$ cat config.mk
export PLATFORM = sky130hd
export DESIGN_NAME = emb_ram_fifo
export DESIGN_NICKNAME = d
export VERILOG_FILES = /design/src/logic/emb_fifo_pkg.sv /design/src/logic/emb_ram_fifo.sv /design/src/logic/fifo_ram.sv /design/src/logic/pin_sync.sv
export VERILOG_INCLUDE_DIRS = /design/src /design/src/logic
export SDC_FILE = /design/constraint.sdc
export NUM_CORES = 2
export LEC_CHECK = 0
export BUFFER_PORTS_ARGS = -buffer_cell sky130_fd_sc_hd__buf_2
export CAP_MARGIN = 20
export CORE_UTILIZATION = 55
export DETAILED_ROUTE_END_ITERATION = 6
export MAX_ROUTING_LAYER = met4
export PLACE_DENSITY = 0.71
export SLEW_MARGIN = 20
export SYNTH_ARGS = -nofsm -noshare
export SYNTH_HDL_FRONTEND = slang
export SYNTH_MEMORY_MAX_BITS = 65536
export SYNTH_SLANG_ARGS = --single-unit
$ cat constraint.sdc
create_clock -name clk_sys -period 11 [get_ports clk_sys]
set_input_delay 0.55 -clock clk_sys [delete_from_list [all_inputs] [get_ports clk_sys]]
set_output_delay 0.55 -clock clk_sys [all_outputs]
set_load 0.01 [all_outputs]
$ cat src/logic/emb_fifo_params.svh
// Constants for the block RAM FIFO: sizes, thresholds, reset values.
// Assumes inclusion by bare name from every design file that needs them.
// Notes on behaviour
// Flags: none, fixed thresholds, or adjustable thresholds
// Fixed thresholds are constants, never change
// Adjustable thresholds reload from logic or access path
// Wrap on full: write counter rolls, keeps writing
// Wrap on empty: read counter rolls, replays data
// Shared clock or separate write and read strobing
// Full flag follows physical depth, not requested
// Width built before depth: 256x8 on 512x9
// No more than sixty-four blocks cascaded
// Read and write ports share one aspect ratio
// Without wrap, ignore write full, read empty
`ifndef EMB_FIFO_PARAMS_SVH
`define EMB_FIFO_PARAMS_SVH

`define LOGIC_W          8
`define LOGIC_DEPTH      10'h100
`define PHYS_W           9
`define PHYS_DEPTH       512
`define PAD_W            1
`define PTR_W            9
`define CNT_W            10
`define FULL_CNT         10'h200
`define BLOCKS_USED      1
`define MAX_BLOCKS       64
`define WR_PORT_W        9
`define RD_PORT_W        9
`define FIX_AFULL_THR    10'h1f0
`define FIX_AEMPTY_THR   10'h010
`define RST_CNT          10'h000
`define RST_PTR          9'h000
`define RST_DATA         8'h00
`define PATH_SR_W        20
`define RST_PATH_SR      20'h00000
`define PIN_N            5
`define PIN_WCLK         0
`define PIN_RCLK         1
`define PIN_SHIFT        2
`define PIN_DIN          3
`define PIN_UPDATE       4

`endif

$ cat src/logic/emb_fifo_pkg.sv
// Types shared by the block RAM FIFO files.
// Assumes nothing of its surroundings.
package emb_fifo_pkg;

  typedef enum logic [1:0] {
    FLAGS_NONE,
    FLAGS_STATIC,
    FLAGS_DYNAMIC
  } flag_mode_t;

  typedef enum logic {
    CLK_SHARED,
    CLK_INDEP
  } clk_mode_t;

endpackage

$ cat src/logic/emb_ram_fifo.sv
// FIFO controller over one physical RAM block with selectable flags,
// wrap modes and shared or pin-strobed write and read timing.
// Assumes user logic on clk_sys; strobe and access path pins asynchronous.
`include "emb_fifo_params.svh"
`timescale 1ns/1ps
`default_nettype none
module emb_ram_fifo
  import emb_fifo_pkg::*;
#(
  parameter flag_mode_t FLAG_MODE = FLAGS_DYNAMIC
) (
  input  wire logic              clk_sys,
  input  wire logic              rstn,
  input  wire clk_mode_t         clock_mode,
  input  wire logic              wr_clk_pin,
  input  wire logic              rd_clk_pin,
  input  wire logic              wrap_on_full,
  input  wire logic              wrap_on_empty,
  input  wire logic              wr_en,
  input  wire logic [`LOGIC_W-1:0] wr_data,
  input  wire logic              rd_en,
  input  wire logic              thr_load,
  input  wire logic [`CNT_W-1:0] thr_afull_in,
  input  wire logic [`CNT_W-1:0] thr_aempty_in,
  input  wire logic              access_path_shift_clk,
  input  wire logic              access_path_din,
  input  wire logic              access_path_update,
  output var  logic [`LOGIC_W-1:0] rd_data,
  output var  logic              rd_valid,
  output var  logic              wr_ignored,
  output var  logic              rd_ignored,
  output var  logic              full,
  output var  logic              empty,
  output var  logic              almost_full,
  output var  logic              almost_empty,
  output var  logic [`CNT_W-1:0] fill_count,
  output var  logic [`CNT_W-1:0] afull_thr,
  output var  logic [`CNT_W-1:0] aempty_thr
);

  // Pin synchronisers
  logic [`PIN_N-1:0] pin_bus;
  logic [`PIN_N-1:0] pin_level;
  logic [`PIN_N-1:0] pin_rise;

  always_comb begin
    pin_bus = {access_path_update, access_path_din, access_path_shift_clk,
               rd_clk_pin, wr_clk_pin};
  end

  pin_sync #(
    .W (`PIN_N)
  ) u_pin_sync (
    .clk_sys (clk_sys),
    .rstn    (rstn),
    .pin_in  (pin_bus),
    .level   (pin_level),
    .rise    (pin_rise)
  );

  // Pointer and count state
  logic [`PTR_W-1:0]   wr_ptr_q;
  logic [`PTR_W-1:0]   wr_ptr_d;
  logic [`PTR_W-1:0]   rd_ptr_q;
  logic [`PTR_W-1:0]   rd_ptr_d;
  logic [`CNT_W-1:0]   count_q;
  logic [`CNT_W-1:0]   count_d;
  logic [`LOGIC_W-1:0] rd_data_q;
  logic [`LOGIC_W-1:0] rd_data_d;
  logic                rd_valid_q;
  logic                rd_valid_d;
  logic                wr_ignored_q;
  logic                wr_ignored_d;
  logic                rd_ignored_q;
  logic                rd_ignored_d;
  logic                wr_strobe;
  logic                rd_strobe;
  logic                full_int;
  logic                empty_int;
  logic                wr_ok;
  logic                rd_ok;
  logic                inc;
  logic                dec;
  logic [`RD_PORT_W-1:0] mem_rdata;
  logic [`WR_PORT_W-1:0] mem_wdata;

  always_comb begin
    // Operation timing: every cycle, or on synchronised pin edges
    if (clock_mode == CLK_SHARED) begin
      wr_strobe = wr_en;
      rd_strobe = rd_en;
    end else begin
      wr_strobe = wr_en & pin_rise[`PIN_WCLK];
      rd_strobe = rd_en & pin_rise[`PIN_RCLK];
    end
    full_int  = (count_q == `FULL_CNT);
    empty_int = (count_q == `RST_CNT);
    wr_ok     = wr_strobe & (~full_int | wrap_on_full);
    rd_ok     = rd_strobe & (~empty_int | wrap_on_empty);
    inc       = wr_ok & ~full_int;
    dec       = rd_ok & ~empty_int;
    wr_ptr_d  = wr_ptr_q;
    rd_ptr_d  = rd_ptr_q;
    if (wr_ok) begin
      wr_ptr_d = wr_ptr_q + `PTR_W'(1);
    end
    if (rd_ok) begin
      rd_ptr_d = rd_ptr_q + `PTR_W'(1);
    end
    count_d      = count_q + `CNT_W'(inc) - `CNT_W'(dec);
    rd_data_d    = rd_ok ? mem_rdata[`LOGIC_W-1:0] : rd_data_q;
    rd_valid_d   = rd_ok;
    wr_ignored_d = wr_strobe & ~wr_ok;
    rd_ignored_d = rd_strobe & ~rd_ok;
    // Narrow words ride in the low bits of the wider physical word
    mem_wdata    = {{`PAD_W{1'b0}}, wr_data};
  end

  always_ff @(posedge clk_sys) begin
    if (!rstn) begin
      wr_ptr_q     <= `RST_PTR;
      rd_ptr_q     <= `RST_PTR;
      count_q      <= `RST_CNT;
      rd_data_q    <= `RST_DATA;
      rd_valid_q   <= 1'b0;
      wr_ignored_q <= 1'b0;
      rd_ignored_q <= 1'b0;
    end else begin
      wr_ptr_q     <= wr_ptr_d;
      rd_ptr_q     <= rd_ptr_d;
      count_q      <= count_d;
      rd_data_q    <= rd_data_d;
      rd_valid_q   <= rd_valid_d;
      wr_ignored_q <= wr_ignored_d;
      rd_ignored_q <= rd_ignored_d;
    end
  end

  fifo_ram u_fifo_ram (
    .clk_sys (clk_sys),
    .we      (wr_ok),
    .waddr   (wr_ptr_q),
    .wdata   (mem_wdata),
    .raddr   (rd_ptr_q),
    .rdata   (mem_rdata)
  );

  // Threshold state and access path shift register
  logic [`CNT_W-1:0]     afull_thr_q;
  logic [`CNT_W-1:0]     afull_thr_d;
  logic [`CNT_W-1:0]     aempty_thr_q;
  logic [`CNT_W-1:0]     aempty_thr_d;
  logic [`PATH_SR_W-1:0] path_sr_q;
  logic [`PATH_SR_W-1:0] path_sr_d;

  always_comb begin
    path_sr_d    = path_sr_q;
    afull_thr_d  = afull_thr_q;
    aempty_thr_d = aempty_thr_q;
    if (pin_rise[`PIN_SHIFT]) begin
      path_sr_d = {path_sr_q[`PATH_SR_W-2:0], pin_level[`PIN_DIN]};
    end
    if (FLAG_MODE == FLAGS_STATIC) begin
      afull_thr_d  = `FIX_AFULL_THR;
      aempty_thr_d = `FIX_AEMPTY_THR;
    end else if (FLAG_MODE == FLAGS_DYNAMIC) begin
      if (thr_load) begin
        afull_thr_d  = thr_afull_in;
        aempty_thr_d = thr_aempty_in;
      end else if (pin_rise[`PIN_UPDATE]) begin
        afull_thr_d  = path_sr_q[`PATH_SR_W-1:`CNT_W];
        aempty_thr_d = path_sr_q[`CNT_W-1:0];
      end
    end
  end

  always_ff @(posedge clk_sys) begin
    if (!rstn) begin
      afull_thr_q  <= `FIX_AFULL_THR;
      aempty_thr_q <= `FIX_AEMPTY_THR;
      path_sr_q    <= `RST_PATH_SR;
    end else begin
      afull_thr_q  <= afull_thr_d;
      aempty_thr_q <= aempty_thr_d;
      path_sr_q    <= path_sr_d;
    end
  end

  // Status flags, computed from next count so they track it
  logic full_q;
  logic full_d;
  logic empty_q;
  logic empty_d;
  logic afull_q;
  logic afull_d;
  logic aempty_q;
  logic aempty_d;

  always_comb begin
    if (FLAG_MODE == FLAGS_NONE) begin
      full_d   = 1'b0;
      empty_d  = 1'b0;
      afull_d  = 1'b0;
      aempty_d = 1'b0;
    end else begin
      full_d   = (count_d == `FULL_CNT);
      empty_d  = (count_d == `RST_CNT);
      afull_d  = (count_d >= afull_thr_d);
      aempty_d = (count_d <= aempty_thr_d);
    end
  end

  always_ff @(posedge clk_sys) begin
    if (!rstn) begin
      full_q   <= 1'b0;
      empty_q  <= (FLAG_MODE != FLAGS_NONE);
      afull_q  <= 1'b0;
      aempty_q <= (FLAG_MODE != FLAGS_NONE);
    end else begin
      full_q   <= full_d;
      empty_q  <= empty_d;
      afull_q  <= afull_d;
      aempty_q <= aempty_d;
    end
  end

  always_comb begin
    rd_data      = rd_data_q;
    rd_valid     = rd_valid_q;
    wr_ignored   = wr_ignored_q;
    rd_ignored   = rd_ignored_q;
    full         = full_q;
    empty        = empty_q;
    almost_full  = afull_q;
    almost_empty = aempty_q;
    fill_count   = count_q;
    afull_thr    = afull_thr_q;
    aempty_thr   = aempty_thr_q;
  end
endmodule
`default_nettype wire

$ cat src/logic/fifo_ram.sv
// Physical RAM block: one write port, one read port, same word shape.
// Assumes pointers and write strobe from the controller on clk_sys.
`include "emb_fifo_params.svh"
`timescale 1ns/1ps
`default_nettype none
module fifo_ram (
  input  wire logic               clk_sys,
  input  wire logic               we,
  input  wire logic [`PTR_W-1:0]  waddr,
  input  wire logic [`WR_PORT_W-1:0] wdata,
  input  wire logic [`PTR_W-1:0]  raddr,
  output var  logic [`RD_PORT_W-1:0] rdata
);

  logic [`PHYS_W-1:0] mem [0:`PHYS_DEPTH-1];

  always_ff @(posedge clk_sys) begin
    if (we) begin
      mem[waddr] <= wdata;
    end
  end

  always_comb begin
    rdata = mem[raddr];
  end

endmodule
`default_nettype wire

$ cat src/logic/pin_sync.sv
// Two-flop synchronisers with rising-edge detect, one per pin.
// Assumes asynchronous pins; edge pulses last one clk_sys cycle.
`timescale 1ns/1ps
`default_nettype none
module pin_sync #(
  parameter int W = 1
) (
  input  wire logic         clk_sys,
  input  wire logic         rstn,
  input  wire logic [W-1:0] pin_in,
  output var  logic [W-1:0] level,
  output var  logic [W-1:0] rise
);

  genvar gi;
  generate
    for (gi = 0; gi < W; gi = gi + 1) begin : g_bit
      // Each bit keeps its own flops so no variable has two writers
      logic s1_q;
      logic s2_q;
      logic s3_q;
      always_ff @(posedge clk_sys) begin
        if (!rstn) begin
          s1_q <= 1'b0;
          s2_q <= 1'b0;
          s3_q <= 1'b0;
        end else begin
          s1_q <= pin_in[gi];
          s2_q <= s1_q;
          s3_q <= s2_q;
        end
      end
      assign level[gi] = s2_q;
      assign rise[gi]  = s2_q & ~s3_q;
    end
  endgenerate

endmodule
`default_nettype wire
Word level (Yosys, flattened, before mapping)
Memory sizes are Yosys's and may differ from the RTL's. A register that Yosys moved wholly into a read port is not among the register bits.
Index checks and enable logic that the tools add are counted.
Operators by class
  add/subtract/negate cells: 4
  magnitude comparators: 2
  equality and inequality tests: 2
  muxes and demuxes: 8
  bitwise operators: 22
  reductions and logical operators: 3
Operator list (number)
  two-way mux 10 bit: 4
  equality test 10 bit, second input constant: 2
  logical NOT 10 bit: 2
  adder 9 x 1 -> 9 bit, second input constant: 2
  AND 1 bit: 12
  adder 10 x 1 -> 10 bit: 1
  greater-or-equal comparator 10 bit: 1
  <= comparator 10 bit: 1
  subtractor 10 x 1 -> 10 bit: 1
  inverter 1 bit: 8
  two-way mux 1 bit: 4
  bitwise OR 1 bit: 2
  logical NOT 1 bit: 1
Storage, ports and cells
  register bits after elaboration: 89
  memory bits (writable): 4096
  input bits: 41
  output and inout port bits: 45
  word-level logic and storage cells: 69
  memories: 1
Memories
  u_fifo_ram.mem: words 512, width 8, read ports 1, clocked after memory_dff 1, wr ports 1, RTL line fifo_ram.sv:15  | logic [`PHYS_W-1:0] mem [0:`PHYS_DEPTH-1];

Longest topological paths before layout
  depth after elaboration: 9
  gate-level depth with buffers: 21

Cells and area by module
Synthesis repeated with hierarchy kept, for this count alone.
Unflattened totals
  cell total of the unflattened synthesis: 9379
  area total of the unflattened synthesis: 184000.2 µm²
By module, submodules not included
  fifo_ram: instances 1, cells an instance 8879, area an instance 179434.6 µm², seq. area each 138372.7 µm²
  emb_ram_fifo: instances 1, cells an instance 459, area an instance 4077.7 µm², seq. area each 1661.6 µm²
  pin_sync: instances 1, cells an instance 41, area an instance 488.0 µm², seq. area each 300.3 µm²

Worst setup path before layout
Ideal clock, no wire load.
  path kind: register to register
  start point: register count_q[4], in the netlist fill_count[4]
  end point: register aempty_q, in the netlist almost_empty
  setup time: 63 ps
  arrival time: 3922 ps
  setup slack: 7016 ps
  cell stages (with the launch flop): 21
  period minus slack after synthesis: 3984 ps
  cell sequence: dfxtp_1 > inv_1 > ha_1 > nor4bb_1 > nand3_1 > and2_1 > ha_1 > inv_1 > ha_1 > a21o_1 > a21oi_1 > o21bai_1 > a2111oi_0 > nor4_1 > nor3_1 > ha_1 > nand4_1 > nor2_1 > a21oi_1 > o211ai_1 > nand3_1
On the way
  cells in the longest elaborated chain, start to end: 8
RTL lines
  start: declaration: RTL line emb_ram_fifo.sv:66  | logic [`CNT_W-1:0] count_q;
  start signal: assignment: RTL line emb_ram_fifo.sv:123  | count_q <= `RST_CNT;
  start signal: assignment: RTL line emb_ram_fifo.sv:131  | count_q <= count_d;
  equality test 10 bit (no line)
  inverter 1 bit: RTL line emb_ram_fifo.sv:98, emb_ram_fifo.sv:100
  bitwise OR 1 bit: RTL line emb_ram_fifo.sv:98  | wr_ok = wr_strobe & (~full_int | wrap_on_full);
  AND 1 bit: RTL line emb_ram_fifo.sv:98
  AND 1 bit: RTL line emb_ram_fifo.sv:100  | inc = wr_ok & ~full_int;
  adder 10 x 1 -> 10 bit: RTL line emb_ram_fifo.sv:110  | count_d = count_q + `CNT_W'(inc) - `CNT_W'(dec);
  subtractor 10 x 1 -> 10 bit (*): RTL line emb_ram_fifo.sv:110
  <= comparator 10 bit (*): RTL line emb_ram_fifo.sv:209  | aempty_d = (count_d <= aempty_thr_d);
  end signal: assignment: RTL line emb_ram_fifo.sv:218  | aempty_q <= (FLAG_MODE != FLAGS_NONE);
  end signal: assignment: RTL line emb_ram_fifo.sv:223  | aempty_q <= aempty_d;
  end: declaration: RTL line emb_ram_fifo.sv:196  | logic aempty_q;
Mark *: on every way between the ends. The rest lies on a longest branch, timed or not.
A chain may end at the register's enable or synchronous reset.

==> results.cfg <==
[run_status]
status = finished, violations left
violations = design-rule violations

[cts]
clk-insertion-delay-late_ps = 970
cts-htree-levels = 5
cts.sinks = 4193
cts-root-buf = clkbuf_16
tritoncts = yes
ctsHoldBuffers = 26
cts-buffers-inserted = 404
clk_pin_slew_worst_paths_ps = 70
cts_setup_buffers = 0
clockBufferDepth = 4
post_cts_resize_count = 0

[power_and_ir_drop]
power.density_mw_per_mm2 = 187
ir_drop_v = 0.000149
p_seq_share_pct = 51.7
leakagePower_nw = 54.9
swShare_pct = 22.2
comb_power_share_pct = 7.4
power.internal_mw = 26.5
pwr-share-clk_pct = 40.9
power.switching_mw = 7.55

[timing]
hold_viol_final = 0
tns_ps = 0
clock_skew_ps = 62.3
max_freq_mhz = 169
maxSlewHeadroom_pct = 15.4
rsz0062_at_grt = false
worst_slack_ps = 5090
finalSetupViolCount = 0
worst_pin_slew_ps = 1260
fin_crit_sh_pct = 53.7
slew_violations = 0
period_minus_slack_ps = 5910

[synth]
postSynthAreaPerCell_um2 = 20.6
synth.distinct_cells = 86
synth_warnings = 0
synth_cells = 7938
synth_top_area_cell = edfxtp_1
syn_nets = 8019
yosysMostFrequentCell = edfxtp_1
yosysSeqAreaShare_pct = 76.3
ys_top_cells_by_count = edfxtp_1, mux4_2, nor2_1
ys.flop_type = edfxtp_1
ys_seq_elements = 4193
syn-cell-area_mm2 = 0.164
synth-async-reset-ratio_pct = 0
synth.top_cell.area_share_pct = 75.1
synth_area_leaders = edfxtp_1, mux4_2, mux2i_1
synth_edf_count = 4096

[flow_run]
maxCapViolations = 0

[place]
dp_cells = 11632
io_buffers = 85
gp_congestion = 0.954
place_ws_ps = 5060
placed_area_mm2 = 0.168
hpwl_um = 263000

[route]
viasPerCell = 6.84
drtIter0Drc = 13361
ant_nets = 0
wl_per_cell_um = 36.2
first_pass_iters = 7
wl_um = 450000
dr_total_vias = 85104
drc = 1

[worst_setup_path]
arrival_ps = 6770
start_kind = flip-flop
endpoint_kind = flip-flop
cp.required_ps = 11860
worstPathMaxFanout = 30
critPathKind = flip-flop to flip-flop

[die]
die_w_um = 548
dieArea_mm2 = 0.300
die_h_um = 548
ios = 86
initial_core_util_pct = 55.5
rows = 199
core_mm2 = 0.295

[global_route]
grt_pass1_wl_um = 632000
track_usage_pct = 30.9
grt_pass1_vias = 83003
grt_antenna_before_repair = 19
grt_overflow = 0
grt_max_degree = 209

[finish]
design_area_mm2 = 0.182
nets = 8229
fillCellCount = 19820
area_delta_synth_final_pct = 11.0
drive_gt1_share_pct = 22.3
fin_cells = 12441
fin_util_pct = 61.6

[worst_hold_path]
worstHoldPathType = input port to flip-flop
-- critical path: stages, from the launching register on --
cell,delay [ps]
dfxtp_4,750
buf_4,610
nand3b_1,560
buf_4,510
buf_4,570
o22ai_1,220
a2111oi_0,1000
nor4_1,140
nor3_1,770
o21ai_0,370
o2111a_1,240
-- cells in the final DEF, fill, tap and decap left out, types with 14 or more instances in the layout --
| master | instances |
|---|---|
| a2111oi_0 | 15 |
| a211oi_1 | 36 |
| a21oi_1 | 167 |
| a221oi_1 | 52 |
| a22o_1 | 26 |
| a22oi_1 | 116 |
| a31oi_1 | 24 |
| and2_1 | 37 |
| buf_12 | 16 |
| buf_2 | 77 |
| buf_4 | 167 |
| bufinv_16 | 41 |
| clkbuf_1 | 68 |
| clkbuf_16 | 408 |
| clkinv_1 | 76 |
| clkinv_2 | 78 |
| clkinvlp_4 | 29 |
| dfxtp_1 | 90 |
| diode_2 | 34 |
| dlygate4sd3_1 | 26 |
| edfxtp_1 | 4096 |
| ha_1 | 39 |
| inv_1 | 22 |
| mux2_2 | 20 |
| mux2i_1 | 344 |
| mux4_1 | 21 |
| mux4_2 | 933 |
| nand2_1 | 222 |
| nand3_1 | 69 |
| nand4_1 | 21 |
| nor2_1 | 625 |
| nor2b_1 | 15 |
| nor3_1 | 16 |
| nor4_1 | 16 |
| o211ai_1 | 14 |
| o21ai_0 | 86 |
| o221ai_1 | 30 |
| o22ai_1 | 55 |
-- cells by family after synthesis --
logic type	count (synthesis)	share of synthesized area, %
adders and majority gates	40	0.310
xor gates and xnor gates	18	0.0963
DFF	4193	76.3
buffers and inverters	521	1.88
muxes	1318	15.4
AOI/OAI and AO/OA	720	3.02
and+or+nand+nor	1128	2.97
-- stage by stage --
step | power [mW] | hold slack, ps
2_1_floorplan | 19.6 | 412
3_3_place_gp | 20.4 | 420
3_5_place_dp | 20.4 | 429
4_1_cts | 34.1 | 2.61
5_1_grt | 34.8 | 9.71
6_report | 34.0 | 36.7
-- power by group through the flow --
stage                     combinational [mW]  sequential (mW)  clock, mW
after global routing                    2.68             17.6       14.6
final                                   2.52             17.6       13.9
after floorplan                         1.70             17.9          0
after detailed placement                2.50             17.9          0
after global placement                  2.45             17.9          0
after CTS                               2.52             17.6       14.0
-- final cells by class --
type / count / area [um2] / area share (%)
flip-flops and latches: 4193 / 125000 / 68.7
clock buffers: 489 / 10600 / 5.86
multi-input cells: 3224 / 36000 / 19.8
clock inverters: 257 / 2630 / 1.44
repair buffers: 299 / 2430 / 1.34
well taps: 3919 / 4900 / 2.70
diodes: 34 / 85.1 / 0.0468
inverters: 26 / 103 / 0.0564
-- metal layers --
| metal | track usage, % | share of wire (%) | up-vias |
|---|---|---|---|
| met5 | - | 0 | - |
| met4 | 14.0 | 5.3 | 0 |
| met3 | 8.74 | 13 | 1061 |
| met2 | 45.1 | 46 | 6152 |
| met1 | 40.9 | 36 | 44539 |
| li1 | - | - | 33352 |
-- final timing paths --
check,startpoint,to,slack (ps),cells past startpoint
max,rd_ptr_q[0],rd_data[6],5090,10
min,wr_data[7],u_fifo_ram.mem[80][7],40,1
max reg2reg,rd_ptr_q[0],rd_data[6],5090,10
min reg2reg,u_pin_sync.g_bit[1].s1_q,u_pin_sync.g_bit[1].s2_q,440,1
-- state kept, by name, indices dropped and copies added (netlist names), 4 cells and up --
signal / cells
afull_thr: 10
aempty_thr: 10
u_pin_sync.g_bit.s3_q: 4
u_pin_sync.g_bit.s1_q: 5
u_pin_sync.g_bit.s2_q: 5
wr_ptr_q: 9
path_sr_q: 20
rd_data: 8
u_fifo_ram.mem: 4096
fill_count: 10
rd_ptr_q: 9
Note: power is estimated with default switching activity, not from simulation.
